<file path="src/hsc_pkg.sv">
// Package with register map, reset values, codes and carrier types of the homing sequencer.
package hsc_pkg;

    // Parameter addresses on the parameter port.
    localparam logic [15:0] HSC_ADDR_SP_LIMIT    = 16'h280c;
    localparam logic [15:0] HSC_ADDR_SW_OFFSET   = 16'h280e;
    localparam logic [15:0] HSC_ADDR_HOME_POS    = 16'h2816;
    localparam logic [15:0] HSC_ADDR_OT_LIMIT    = 16'h281a;
    localparam logic [15:0] HSC_ADDR_METHOD      = 16'h2802;
    localparam logic [15:0] HSC_ADDR_MODE_ACTION = 16'h2000;
    localparam logic [15:0] HSC_ADDR_STATUS      = 16'h2002;

    // Reset values.
    localparam logic [31:0] HSC_RST_SP_LIMIT  = 32'h0000_0000;
    localparam logic [31:0] HSC_RST_SW_OFFSET = 32'h0000_00c8;
    localparam logic [31:0] HSC_RST_HOME_POS  = 32'h0000_0000;
    localparam logic [31:0] HSC_RST_OT_LIMIT  = 32'h0000_0000;
    localparam logic [15:0] HSC_RST_METHOD    = 16'h0000;
    localparam logic [7:0]  HSC_RST_ACTION    = 8'h00;
    localparam logic [15:0] HSC_RST_STATUS    = 16'h4000;

    // Method code range and action codes.
    localparam logic [15:0] HSC_METHOD_MAX = 16'h0023;
    localparam logic [7:0]  HSC_ACT_REF    = 8'h12;
    localparam logic [7:0]  HSC_ACT_SET    = 8'h02;

    // Status word bit positions.
    localparam int HSC_STAT_END = 14;
    localparam int HSC_STAT_ERR = 15;

    // Parameter port request.
    typedef struct packed {
        logic [15:0] addr;
        logic [31:0] wdata;
        logic        wr;
        logic        rd;
    } hsc_par_req_t;

    // Switch and index pins.
    typedef struct packed {
        logic negative_end_switch;
        logic positive_end_switch;
        logic ref_switch;
        logic index_pulse;
    } hsc_switch_t;

    // Command to the motion profile.
    typedef struct packed {
        logic run;
        logic dir_neg;
        logic slow;
    } hsc_motion_t;

    // Decoded method.
    typedef struct packed {
        logic valid;
        logic pos_set;
        logic index_only;
        logic use_limit;
        logic seek_neg;
        logic invert;
        logic outside;
        logic end_index;
    } hsc_plan_t;

    // Turns a method code into the movement plan; unknown codes come back invalid.
    function automatic hsc_plan_t hsc_decode(input logic [15:0] m);
        hsc_plan_t  p;
        logic [1:0] v;
        p = '0;
        v = 2'b00;
        if (m == 16'h0001 || m == 16'h0002 || m == 16'h0011 || m == 16'h0012) begin
            p.valid     = 1'b1;
            p.use_limit = 1'b1;
            p.seek_neg  = (m == 16'h0001 || m == 16'h0011);
            p.invert    = 1'b1;
            p.outside   = 1'b1;
            p.end_index = (m < 16'h0011);
        end else if (m >= 16'h0007 && m <= 16'h000e) begin
            p.valid     = 1'b1;
            p.end_index = 1'b1;
            p.seek_neg  = (m >= 16'h000b);
            v = p.seek_neg ? 2'(m - 16'h000b) : 2'(m - 16'h0007);
        end else if (m >= 16'h0017 && m <= 16'h001e) begin
            p.valid    = 1'b1;
            p.seek_neg = (m >= 16'h001b);
            v = p.seek_neg ? 2'(m - 16'h001b) : 2'(m - 16'h0017);
        end else if (m == 16'h001f || m == 16'h0022) begin
            p.valid      = 1'b1;
            p.index_only = 1'b1;
            p.end_index  = 1'b1;
            p.seek_neg   = (m == 16'h001f);
        end else if (m == 16'h0023) begin
            p.valid   = 1'b1;
            p.pos_set = 1'b1;
        end
        if (!p.use_limit && !p.index_only && !p.pos_set && p.valid) begin
            p.invert  = (v < 2'd2);
            p.outside = (v == 2'd0 || v == 2'd3);
        end
        return p;
    endfunction

    // Unsigned distance between two signed positions.
    function automatic logic [31:0] hsc_dist(input logic [31:0] a, input logic [31:0] b);
        logic [31:0] d;
        d = a - b;
        return d[31] ? 32'(-d) : d;
    endfunction

endpackage

</file>
<file path="src/hsc_homing_sequence_control.sv">
// Homing sequencer: method decode, reference movement, monitors and status.
`timescale 1ns/1ns

module hsc_homing_sequence_control
    import hsc_pkg::*;
(
    input  wire logic         clk,
    input  wire logic         rst,
    input  wire logic         ce,
    input  wire hsc_par_req_t par_req,
    output logic [31:0]       par_rdata,
    input  wire hsc_switch_t  switch_pins,
    input  wire logic [31:0]  act_pos,
    input  wire logic         standstill,
    input  wire logic         halt_req,
    input  wire logic         quick_stop_req,
    input  wire logic         fault_req,
    output hsc_motion_t       motion,
    output logic              pos_load,
    output logic [31:0]       pos_load_value,
    output logic              zero_valid,
    output logic [15:0]       drive_status_word
);

    typedef enum logic [2:0] {
        HSC_IDLE, HSC_SEEK, HSC_LEAVE, HSC_FINAL, HSC_BRAKE
    } hsc_state_t;

    hsc_state_t  state_reg;
    hsc_switch_t sw_meta_reg;
    hsc_switch_t sw_sync_reg;
    logic        idx_prev_reg;
    logic [31:0] sp_limit_reg, sw_offset_reg, home_pos_reg, ot_limit_reg;
    logic [15:0] method_reg;
    logic [7:0]  action_reg;
    logic [31:0] sp_limit_act_reg, sw_offset_act_reg, home_pos_act_reg, ot_limit_act_reg;
    hsc_plan_t   plan_reg;
    logic        reversed_reg;
    logic        seek_dir_reg;
    logic [31:0] mark_reg;
    logic        good_reg, err_reg;
    logic        start_ref, start_set, wr_hit;
    logic        sw_active, end_ahead, idx_rise;
    logic        out_dir, fin_dir;
    hsc_plan_t   plan_now;

    // Pins are asynchronous to clk, so every one passes two flip-flops first.
    always_ff @(posedge clk) begin
        if (rst) begin
            sw_meta_reg  <= '0;
            sw_sync_reg  <= '0;
            idx_prev_reg <= 1'b0;
        end else if (ce) begin
            sw_meta_reg  <= switch_pins;
            sw_sync_reg  <= sw_meta_reg;
            idx_prev_reg <= sw_sync_reg.index_pulse;
        end
    end

    // Start decode; a start is refused while a movement is under way.
    always_comb begin
        plan_now  = hsc_decode(method_reg);
        wr_hit    = par_req.wr && par_req.addr == HSC_ADDR_MODE_ACTION && state_reg == HSC_IDLE;
        start_ref = wr_hit && par_req.wdata[7:0] == HSC_ACT_REF;
        start_set = wr_hit && par_req.wdata[7:0] == HSC_ACT_SET;
        idx_rise  = sw_sync_reg.index_pulse && !idx_prev_reg;
        sw_active = plan_reg.use_limit
                  ? (plan_reg.seek_neg ? sw_sync_reg.negative_end_switch
                                       : sw_sync_reg.positive_end_switch)
                  : sw_sync_reg.ref_switch;
        end_ahead = seek_dir_reg ? sw_sync_reg.negative_end_switch
                                 : sw_sync_reg.positive_end_switch;
        out_dir   = plan_reg.invert ? !seek_dir_reg : seek_dir_reg;
        fin_dir   = plan_reg.outside ? out_dir : !out_dir;
    end

    // Parameter registers; a method code above the legal range is not stored.
    always_ff @(posedge clk) begin
        if (rst) begin
            sp_limit_reg  <= HSC_RST_SP_LIMIT;
            sw_offset_reg <= HSC_RST_SW_OFFSET;
            home_pos_reg  <= HSC_RST_HOME_POS;
            ot_limit_reg  <= HSC_RST_OT_LIMIT;
            method_reg    <= HSC_RST_METHOD;
            action_reg    <= HSC_RST_ACTION;
        end else if (ce && par_req.wr) begin
            unique case (par_req.addr)
                HSC_ADDR_SP_LIMIT:    sp_limit_reg  <= par_req.wdata;
                HSC_ADDR_SW_OFFSET:   sw_offset_reg <= par_req.wdata;
                HSC_ADDR_HOME_POS:    home_pos_reg  <= par_req.wdata;
                HSC_ADDR_OT_LIMIT:    ot_limit_reg  <= par_req.wdata;
                HSC_ADDR_METHOD: begin
                    if (par_req.wdata[15:0] <= HSC_METHOD_MAX) begin
                        method_reg <= par_req.wdata[15:0];
                    end
                end
                HSC_ADDR_MODE_ACTION: action_reg <= par_req.wdata[7:0];
                default: ;
            endcase
        end
    end

    // Read data, registered; unmapped addresses read zero.
    always_ff @(posedge clk) begin
        if (rst) begin
            par_rdata <= '0;
        end else if (ce && par_req.rd) begin
            unique case (par_req.addr)
                HSC_ADDR_SP_LIMIT:    par_rdata <= sp_limit_reg;
                HSC_ADDR_SW_OFFSET:   par_rdata <= sw_offset_reg;
                HSC_ADDR_HOME_POS:    par_rdata <= home_pos_reg;
                HSC_ADDR_OT_LIMIT:    par_rdata <= ot_limit_reg;
                HSC_ADDR_METHOD:      par_rdata <= {16'h0000, method_reg};
                HSC_ADDR_MODE_ACTION: par_rdata <= {24'h000000, action_reg};
                HSC_ADDR_STATUS:      par_rdata <= {16'h0000, drive_status_word};
                default:              par_rdata <= '0;
            endcase
        end
    end

    // Settings are copied at start so edits during a movement wait for the next one.
    always_ff @(posedge clk) begin
        if (rst) begin
            sp_limit_act_reg  <= HSC_RST_SP_LIMIT;
            sw_offset_act_reg <= HSC_RST_SW_OFFSET;
            home_pos_act_reg  <= HSC_RST_HOME_POS;
            ot_limit_act_reg  <= HSC_RST_OT_LIMIT;
            plan_reg          <= '0;
        end else if (ce && (start_ref || start_set)) begin
            sp_limit_act_reg  <= sp_limit_reg;
            sw_offset_act_reg <= sw_offset_reg;
            home_pos_act_reg  <= home_pos_reg;
            ot_limit_act_reg  <= ot_limit_reg;
            plan_reg          <= plan_now;
        end
    end

    // Sequencer. Switch arrival turns the motor directly; the profile ramps the reversal.
    always_ff @(posedge clk) begin
        if (rst) begin
            state_reg      <= HSC_IDLE;
            motion         <= '0;
            reversed_reg   <= 1'b0;
            seek_dir_reg   <= 1'b0;
            mark_reg       <= '0;
            good_reg       <= 1'b0;
            err_reg        <= 1'b0;
            pos_load       <= 1'b0;
            pos_load_value <= '0;
        end else if (ce) begin
            pos_load <= 1'b0;
            unique case (state_reg)
                HSC_IDLE: begin
                    good_reg     <= 1'b0;
                    err_reg      <= 1'b0;
                    reversed_reg <= 1'b0;
                    seek_dir_reg <= plan_now.seek_neg;
                    if (start_set || (start_ref && plan_now.pos_set)) begin
                        // Position setting only works at standstill.
                        if (standstill) begin
                            pos_load       <= 1'b1;
                            pos_load_value <= home_pos_reg;
                            good_reg       <= 1'b1;
                        end else begin
                            err_reg <= 1'b1;
                        end
                        state_reg <= HSC_BRAKE;
                    end else if (start_ref && !plan_now.valid) begin
                        err_reg   <= 1'b1;
                        state_reg <= HSC_BRAKE;
                    end else if (start_ref && plan_now.index_only) begin
                        motion    <= '{run: 1'b1, dir_neg: plan_now.seek_neg, slow: 1'b1};
                        state_reg <= HSC_FINAL;
                    end else if (start_ref) begin
                        motion    <= '{run: 1'b1, dir_neg: plan_now.seek_neg, slow: 1'b0};
                        state_reg <= HSC_SEEK;
                    end
                end
                HSC_SEEK: begin
                    if (sw_active) begin
                        mark_reg  <= act_pos;
                        motion    <= '{run: 1'b1, dir_neg: out_dir, slow: 1'b1};
                        state_reg <= HSC_LEAVE;
                    end else if (!plan_reg.use_limit && end_ahead && !reversed_reg) begin
                        // Overtravel: turn round and start the return search.
                        reversed_reg <= 1'b1;
                        seek_dir_reg <= !seek_dir_reg;
                        mark_reg     <= act_pos;
                        motion       <= '{run: 1'b1, dir_neg: !seek_dir_reg, slow: 1'b0};
                    end else if (reversed_reg && ot_limit_act_reg != 32'h0000_0000
                                 && hsc_dist(act_pos, mark_reg) > ot_limit_act_reg) begin
                        err_reg   <= 1'b1;
                        motion    <= '0;
                        state_reg <= HSC_BRAKE;
                    end
                end
                HSC_LEAVE: begin
                    if (!sw_active) begin
                        mark_reg  <= act_pos; // Switching point.
                        motion    <= '{run: 1'b1, dir_neg: fin_dir, slow: 1'b1};
                        state_reg <= HSC_FINAL;
                    end else if (sp_limit_act_reg != 32'h0000_0000
                                 && hsc_dist(act_pos, mark_reg) > sp_limit_act_reg) begin
                        err_reg   <= 1'b1;
                        motion    <= '0;
                        state_reg <= HSC_BRAKE;
                    end
                end
                HSC_FINAL: begin
                    // Index methods never look at the offset distance.
                    if (plan_reg.end_index ? idx_rise
                        : hsc_dist(act_pos, mark_reg) >= sw_offset_act_reg) begin
                        pos_load       <= 1'b1;
                        pos_load_value <= home_pos_act_reg;
                        good_reg       <= 1'b1;
                        motion         <= '0;
                        state_reg      <= HSC_BRAKE;
                    end
                end
                HSC_BRAKE: begin
                    // End is reported only once the motor has stopped.
                    if (standstill) begin
                        state_reg <= HSC_IDLE;
                    end
                end
                default: state_reg <= HSC_IDLE; // Unused codes fall back to idle.
            endcase
            // Halt, quick stop and faults override any moving state.
            if (state_reg != HSC_IDLE && state_reg != HSC_BRAKE
                && (halt_req || quick_stop_req || fault_req)) begin
                motion    <= '0;
                good_reg  <= 1'b0;
                pos_load  <= 1'b0;
                // A cancelled load must not leave a new value behind without its pulse.
                pos_load_value <= pos_load_value;
                err_reg   <= fault_req;
                state_reg <= HSC_BRAKE;
            end
        end
    end

    // Status word and zero-point validity.
    always_ff @(posedge clk) begin
        if (rst) begin
            drive_status_word <= HSC_RST_STATUS;
            zero_valid        <= 1'b0;
        end else if (ce) begin
            if (state_reg == HSC_IDLE && (start_ref || start_set)) begin
                drive_status_word[HSC_STAT_END] <= 1'b0;
                drive_status_word[HSC_STAT_ERR] <= 1'b0;
                zero_valid                      <= 1'b0;
            end else if (state_reg == HSC_BRAKE && standstill) begin
                drive_status_word[HSC_STAT_END] <= 1'b1;
                drive_status_word[HSC_STAT_ERR] <= err_reg;
                zero_valid                      <= good_reg;
            end
        end
    end

endmodule // hsc_homing_sequence_control

</file>
<file path="config.mk">
export PLATFORM = sky130hd
export DESIGN_NAME = hsc_homing_sequence_control
export DESIGN_NICKNAME = d
export VERILOG_FILES = /design/src/hsc_pkg.sv /design/src/hsc_homing_sequence_control.sv
export SDC_FILE = /design/constraint.sdc
export NUM_CORES = 1
export LEC_CHECK = 0
export ABC_AREA = 1
export BUFFER_PORTS_ARGS = -buffer_cell sky130_fd_sc_hd__buf_2
export CAP_MARGIN = 40
export CORE_MARGIN = 2
export CORE_UTILIZATION = 55
export DETAILED_ROUTE_END_ITERATION = 10
export PLACE_DENSITY_LB_ADDON = 0.3
export SETUP_SLACK_MARGIN = 0.15
export SLEW_MARGIN = 20
export SYNTH_ARGS = -nofsm -noshare
export SYNTH_HDL_FRONTEND = slang
export SYNTH_SLANG_ARGS = --single-unit
</file>
<file path="constraint.sdc">
create_clock -name clk -period 7.35 [get_ports clk]
set_input_delay 0.3675 -clock clk [delete_from_list [all_inputs] [get_ports clk]]
set_output_delay 0.3675 -clock clk [all_outputs]
set_load 0.05 [all_outputs]
</file>
==> results.json, run 1 <==
{
  "fin_hold_ws_ps": 19.1,
  "maxCapViolCount": 0,
  "antenna_found_initial": 5,
  "finalNonFillerCells": 4096,
  "run_status": "finished clean",
  "synth_top_cell_area_share_pct": 35.4,
  "firstDrtPassIters": 8,
  "finalSetupTns_ps": 0,
  "critPathMaxFanout": 65,
  "holdBufCountCts": 2,
  "h-tree-depth": 2,
  "die_area_sq_um": 43200,
  "path_class": "reg2reg",
  "critPathMostFrequentCell": "nand2_1",
  "p_per_area_nw_per_um2": 202,
  "gp_congestion": 0.940,
  "final-setup-viol-count": 0,
  "yosysUniqueCellTypes": 48,
  "cts_root_buffer": "clkbuf_16",
  "drt_first_iter_violations": 2033,
  "overflow": 0,
  "r2r_end": "pos_load_value[20]",
  "muxShareOfSynthArea_pct": 0,
  "fmax_ghz": 0.195,
  "clock_skew_ps": 30.5,
  "rr_worst_depth": 30,
  "cts_tree": "done",
  "grt_usage_pct": 29.7,
  "syn_inst": 3445,
  "critPathCaptureType": "flop",
  "cts_setup_buffers": 0,
  "layout-drive-gt1-share_pct": 8.21,
  "num_vias": 22470,
  "leakage_uw": 0.0115,
  "fp.dieW_um": 208,
  "synth_xor_area_share_pct": 0.772,
  "grt_max_degree": 120,
  "clkSlewWorstSetupHoldPaths_ps": 60,
  "routed_wl_mm": 65.7,
  "cts_buffers": 45,
  "synth_flop_cell": "dfxtp_1",
  "min_to": "sw_meta_reg[3]",
  "synthArstFlopShare_pct": 0,
  "ys_warn_count": 0,
  "critical_path_arrival_ps": 5610,
  "grt_pass1_wl_mm": 106,
  "grt_pass1_vias": 20572,
  "wl_per_cell_um": 16.0,
  "nNetsFinal": 3751,
  "yosys-top-cells-area": "dfxtp_1 35%, nand2_1 12%, inv_1 8.6%",
  "synthAdderAreaFrac_pct": 7.32,
  "dpl-instance-area_sq_um": 23900,
  "drc": 0,
  "finalInstanceArea_sq_um": 25500,
  "synth_top_family_by_area": "simple AND/OR/NAND/NOR gates",
  "hold_viol": 0,
  "tightestPinTransition_ps": 861,
  "vias_per_cell": 5.49,
  "syn_to_final_growth_pct": 11.6,
  "startpoint_type": "flop",
  "dp.cells": 4006,
  "worst_hold_path.num_cells": 3,
  "initial_core_util_pct": 55.8,
  "synth_edf_count": 0,
  "critPathRequiredTime_ps": 7830,
  "core_sq_um": 40900,
  "ys_ff_latch": 404,
  "min_from": "switch_pins[3]",
  "netlist_area_sq_um": 22800,
  "avgSynthCellArea_sq_um": 6.63,
  "synth_compound_area_share_pct": 20.1,
  "ys_seq_area_share_pct": 35.4,
  "hold_class": "in2reg",
  "rr_startpoint": "mark_reg[0]",
  "portBuffers": 163,
  "ant_nets": 0,
  "rsz0062_at_grt": "false",
  "min_period_ps": 5130,
  "period_share_pct": 69.7,
  "fillers": 3830,
  "vdd_ir_drop_max_uv": 178,
  "die_h_um": 208,
  "slowest_stage": "buf_4",
  "cp_slowest_stage_delay_ps": 500,
  "yosys.area_share.simple_pct": 24.2,
  "ioPinCount": 178,
  "clk_latency_ps": 590,
  "r2r_slack_ps": 2220,
  "slew_headroom_pct": 42.6,
  "clock-sinks": 404,
  "yosysTopAreaCell": "dfxtp_1",
  "cts_resized": 0,
  "final_util_pct": 62.3,
  "clock_path_buffers": 3,
  "drv_slew": 0,
  "hpwl_mm": 47.0,
  "core.rowCount": 74
}
area by class of cell:
cell class              instances  area (sq um)  area share [%]
clock buffers                  61          1260            4.93
multi-input cells            2350         12100            47.3
clock inverters                16           243           0.952
flip-flops and latches        404          8090            31.7
repair buffers                191          1150            4.50
diodes                          9          22.5          0.0884
inverters                     533          2010            7.88
well taps                     532           666            2.61
worst max path at each step:
stage                      startpoint                 end  slack (ps)
after floorplan            act_pos[0]  pos_load_value[23]        3180
final                     mark_reg[0]  pos_load_value[20]        2220
after CTS                 mark_reg[0]  pos_load_value[22]        2240
after detailed placement   act_pos[0]  pos_load_value[16]        2050
after global placement     act_pos[3]  pos_load_value[12]        1940
after global routing      mark_reg[3]   pos_load_value[0]        1650
worst max-delay path, delay by kind of cell, from the launching register on:
family | cells | cell delay, ps
simple gates | 19 | 2280
fa+ha+maj | 4 | 1110
buf+inv | 5 | 840
flops | 1 | 310
xor+xnor | 1 | 300
compound gates | 1 | 140
cells in the mapped netlist (4+ instances only):
cell type	number
nand2_1	713
nor2_1	317
nor2_2	8
nor4_1	8
clkbuf_1	114
nor3_1	40
nand3_1	160
inv_1	526
inv_2	5
a31oi_1	5
o221ai_1	7
dfxtp_1	404
nand2_2	7
a211oi_1	69
ha_1	132
nand3b_1	8
a21oi_1	381
o22ai_1	44
buf_6	4
buf_2	27
xor2_1	15
buf_1	10
and2_1	6
o21ai_0	323
o211ai_1	5
buf_4	16
o21a_1	7
nand4_1	51
layer usage:
layer,GRT usage (%),wire (um),vias to the layer above
met5,0,0,-
met4,12.7,2480,0
met3,4.52,4990,154
met2,46.9,29000,810
met1,40.5,29300,10120
li1,-,-,11386
placed cells by master, fill, tap and decap left out, types with 15 or more instances in the layout:
master / synthesis / layout
buf_2: 27 / 162
buf_4: 16 / 20
dfxtp_1: 404 / 404
ha_1: 132 / 132
o22ai_1: 44 / 44
nor3_1: 40 / 39
nor2_1: 317 / 317
a21oi_1: 381 / 381
inv_1: 526 / 525
nand2_1: 713 / 711
nand3_1: 160 / 159
nand4_1: 51 / 51
clkbuf_16: 0 / 45
xor2_1: 15 / 15
o21ai_0: 323 / 323
a211oi_1: 69 / 69
power breakdown:
| part | switching (uW) | internal (uW) | total (uW) |
|---|---|---|---|
| registers | 3.00 | 2190 | 2200 |
| logic | 422 | 217 | 640 |
| clock network | 956 | 1350 | 2300 |
metrics by stage:
step           worst slack [ps]  total power [uW]
6_report                   2220              5140
5_1_grt                    1650              5350
4_1_cts                    2240              5160
3_5_place_dp               2050              2870
3_3_place_gp               1940              2850
2_1_floorplan              3180              2710
cell families (layout without fill, tap and decap cells):
| group | after synthesis | in the layout |
|---|---|---|
| fa+ha+maj | 133 | 133 |
| buf+inv | 704 | 801 |
| other cells | 1 | 23 |
| simple gates | 1331 | 1331 |
| xor+xnor | 18 | 18 |
| flops | 404 | 404 |
| compound gates | 854 | 854 |
(Power assumes the default switching activity.)
==> inputs of run 2 (changes only) <==
==> constraint.sdc (replaced) <==
create_clock -name clk -period 4.5 [get_ports clk]
set_input_delay 0.225 -clock clk [delete_from_list [all_inputs] [get_ports clk]]
set_output_delay 0.225 -clock clk [all_outputs]
set_load 0.05 [all_outputs]
==> run 2 against run 1 <==
Compared with the run above:
- the run now ends with setup timing left
- clock skew is 15 ps lower
- largest cell class unchanged
- die area stayed put
- worst setup slack worse by 2300 ps
- global-route usage is 1.4 points higher
- flip-flop and latch count stayed put
- critical endpoint is now pos_load_value[16]
- first-iteration DRC count is 15% higher
- register-to-register slack worse by 2300 ps
- core utilization is 9.6 points higher
- non-clock buffer count is 228 higher
- sequential share of layout area is 4.2 points lower
==> results.json, run 2 (synthesis results as in run 1) <==
{
  "cp_slowest_stage_delay_ps": 320,
  "vdd_ir_drop_max_uv": 290,
  "final_common_cell": "nand2_1",
  "r2r_slack_ps": -50,
  "pre_cts_slack_ps": -172,
  "grt_usage_pct": 31.1,
  "initial_core_util_pct": 55.8,
  "hold_viol": 0,
  "power_switching_uw": 2510,
  "layout-drive-gt1-share_pct": 21.0,
  "combPwrFrac_pct": 17.1,
  "antenna_found_initial": 2,
  "clock_path_buffers": 3,
  "vias_per_cell": 5.64,
  "core.rowCount": 74,
  "fin_hold_ws_ps": 25.1,
  "clock-sinks": 404,
  "critPathRequiredTime_ps": 4980,
  "p_sw_share_pct": 27.8,
  "ioPinCount": 178,
  "hold_class": "in2reg",
  "wl_per_cell_um": 17.5,
  "path_class": "reg2reg",
  "syn_to_final_growth_pct": 28.8,
  "gp_congestion": 0.966,
  "critPathCaptureType": "flop",
  "critPathMaxFanout": 14,
  "firstDrtPassIters": 6,
  "clock_skew_ps": 15.7,
  "p_int_uw": 6530,
  "critPathMostFrequentCell": "nand2_1",
  "slew_headroom_pct": 48.9,
  "finalSetupTns_ps": -319,
  "die_h_um": 208,
  "final-setup-viol-count": 18,
  "grt_pass1_wl_mm": 111,
  "grt_max_degree": 116,
  "critical_path_arrival_ps": 5040,
  "rsz0062_at_grt": "true",
  "violations": "setup timing",
  "portBuffers": 163,
  "nNetsFinal": 3978,
  "fmax_ghz": 0.220,
  "core_sq_um": 40900,
  "fp.dieW_um": 208,
  "ant_nets": 0,
  "maxCapViolCount": 0,
  "num_vias": 24386,
  "leakage_uw": 0.0129,
  "period_share_pct": 101,
  "clkPwrFrac_pct": 43.2,
  "routed_wl_mm": 75.5,
  "hpwl_mm": 47.7,
  "clk_latency_ps": 590,
  "h-tree-depth": 2,
  "power_frac_seq_pct": 39.7,
  "grt_pass1_vias": 21642,
  "run_status": "finished, violations left",
  "fin_ws_ps": -53.6,
  "fillers": 3164,
  "layout_common_cells": "594 x nand2_1, 499 x inv_1, 401 x dfxtp_1",
  "drt_first_iter_violations": 2336,
  "p_per_area_nw_per_um2": 307,
  "cts_buffers": 44,
  "overflow": 0,
  "drc": 0,
  "drv_slew": 0,
  "die_area_sq_um": 43200,
  "tightestPinTransition_ps": 766,
  "cts_root_buffer": "clkbuf_16",
  "startpoint_type": "flop",
  "slowest_stage": "dfxtp_2",
  "min_period_ps": 4550,
  "cts_tree": "done",
  "clkSlewWorstSetupHoldPaths_ps": 60
}
[run 2: changes by cell type in the layout (fill, tap and decap cells not counted), sizes merged]
cell,before,now
diode,9,3
buf,189,347
clkinv,7,15
dlygate4sd3,2,67
inv,536,534
bufinv,4,7
clkbuf,61,60
[run 2: layout make-up]
type	count	area [sq um]	share of cell area (%)
Clock inverter	25	379	1.29
Inverter	533	2010	6.84
Timing Repair Buffer	419	3350	11.4
Antenna cell	3	7.51	0.0255
Multi-Input combinational cell	2350	13700	46.7
Clock buffer	55	1180	4.02
Tap cell	532	666	2.26
Sequential cell	404	8090	27.5
[run 2: path summary, 6_finish.rpt]
check | start | endpoint | cells past startpoint
max | mark_reg[7] | pos_load_value[16] | 35
min | par_req[3] | ot_limit_reg[1] | 3
max reg2reg | mark_reg[7] | pos_load_value[16] | 35
min reg2reg | mark_reg[28] | mark_reg[28] | 2
[run 2: through the flow]
step | cell area [sq um] | util, % | total power (uW) | std cells
after global routing | 29400 | 71.9 | 9350 | 4320
after detailed placement | 24800 | 60.5 | 4780 | 4115
final | 29400 | 71.9 | 9040 | 4321
after global placement | 24700 | 60.2 | 4750 | 4111
after floorplan | 22900 | - | 4430 | 3458
after CTS | 27600 | 67.4 | 8730 | 4282
[run 2: critical path: cells and delay by family (launching register included)]
kind	cells	cell delay (ps)
xor gates and xnor gates	1	230
adders and majority gates	2	560
buffers and inverters	9	1120
AOI/OAI and AO/OA	4	600
DFF	1	320
and+or+nand+nor	19	1600
[run 2: routing by layer]
layer  vias to the layer above  wire, um  part of all wire (%)  global-route usage, %
met2                      1033     35400                    47                   51.7
met1                     11294     31200                    41                   41.0
met3                       228      5670                   7.5                   4.43
li1                      11831         -                     -                      -
met5                         -         0                     0                      0
met4                         0      3230                   4.3                   11.7
[run 2: power groups by stage]
stage	Clock [uW]	Combinational (uW)	Sequential, uW
final	3910	1550	3590
after global routing	4060	1700	3590
after CTS	3920	1220	3590
after detailed placement	0	1110	3670
after global placement	0	1090	3670
after floorplan	0	762	3660
[run 2: repair_timing]
action	CTS	global route
hold buffers	67	0
gates cloned	6	6
setup endpoints to repair	40	41
pin swaps	34	124
setup buffers	14	29
resized for setup	95	347
hold endpoints to repair	133	0
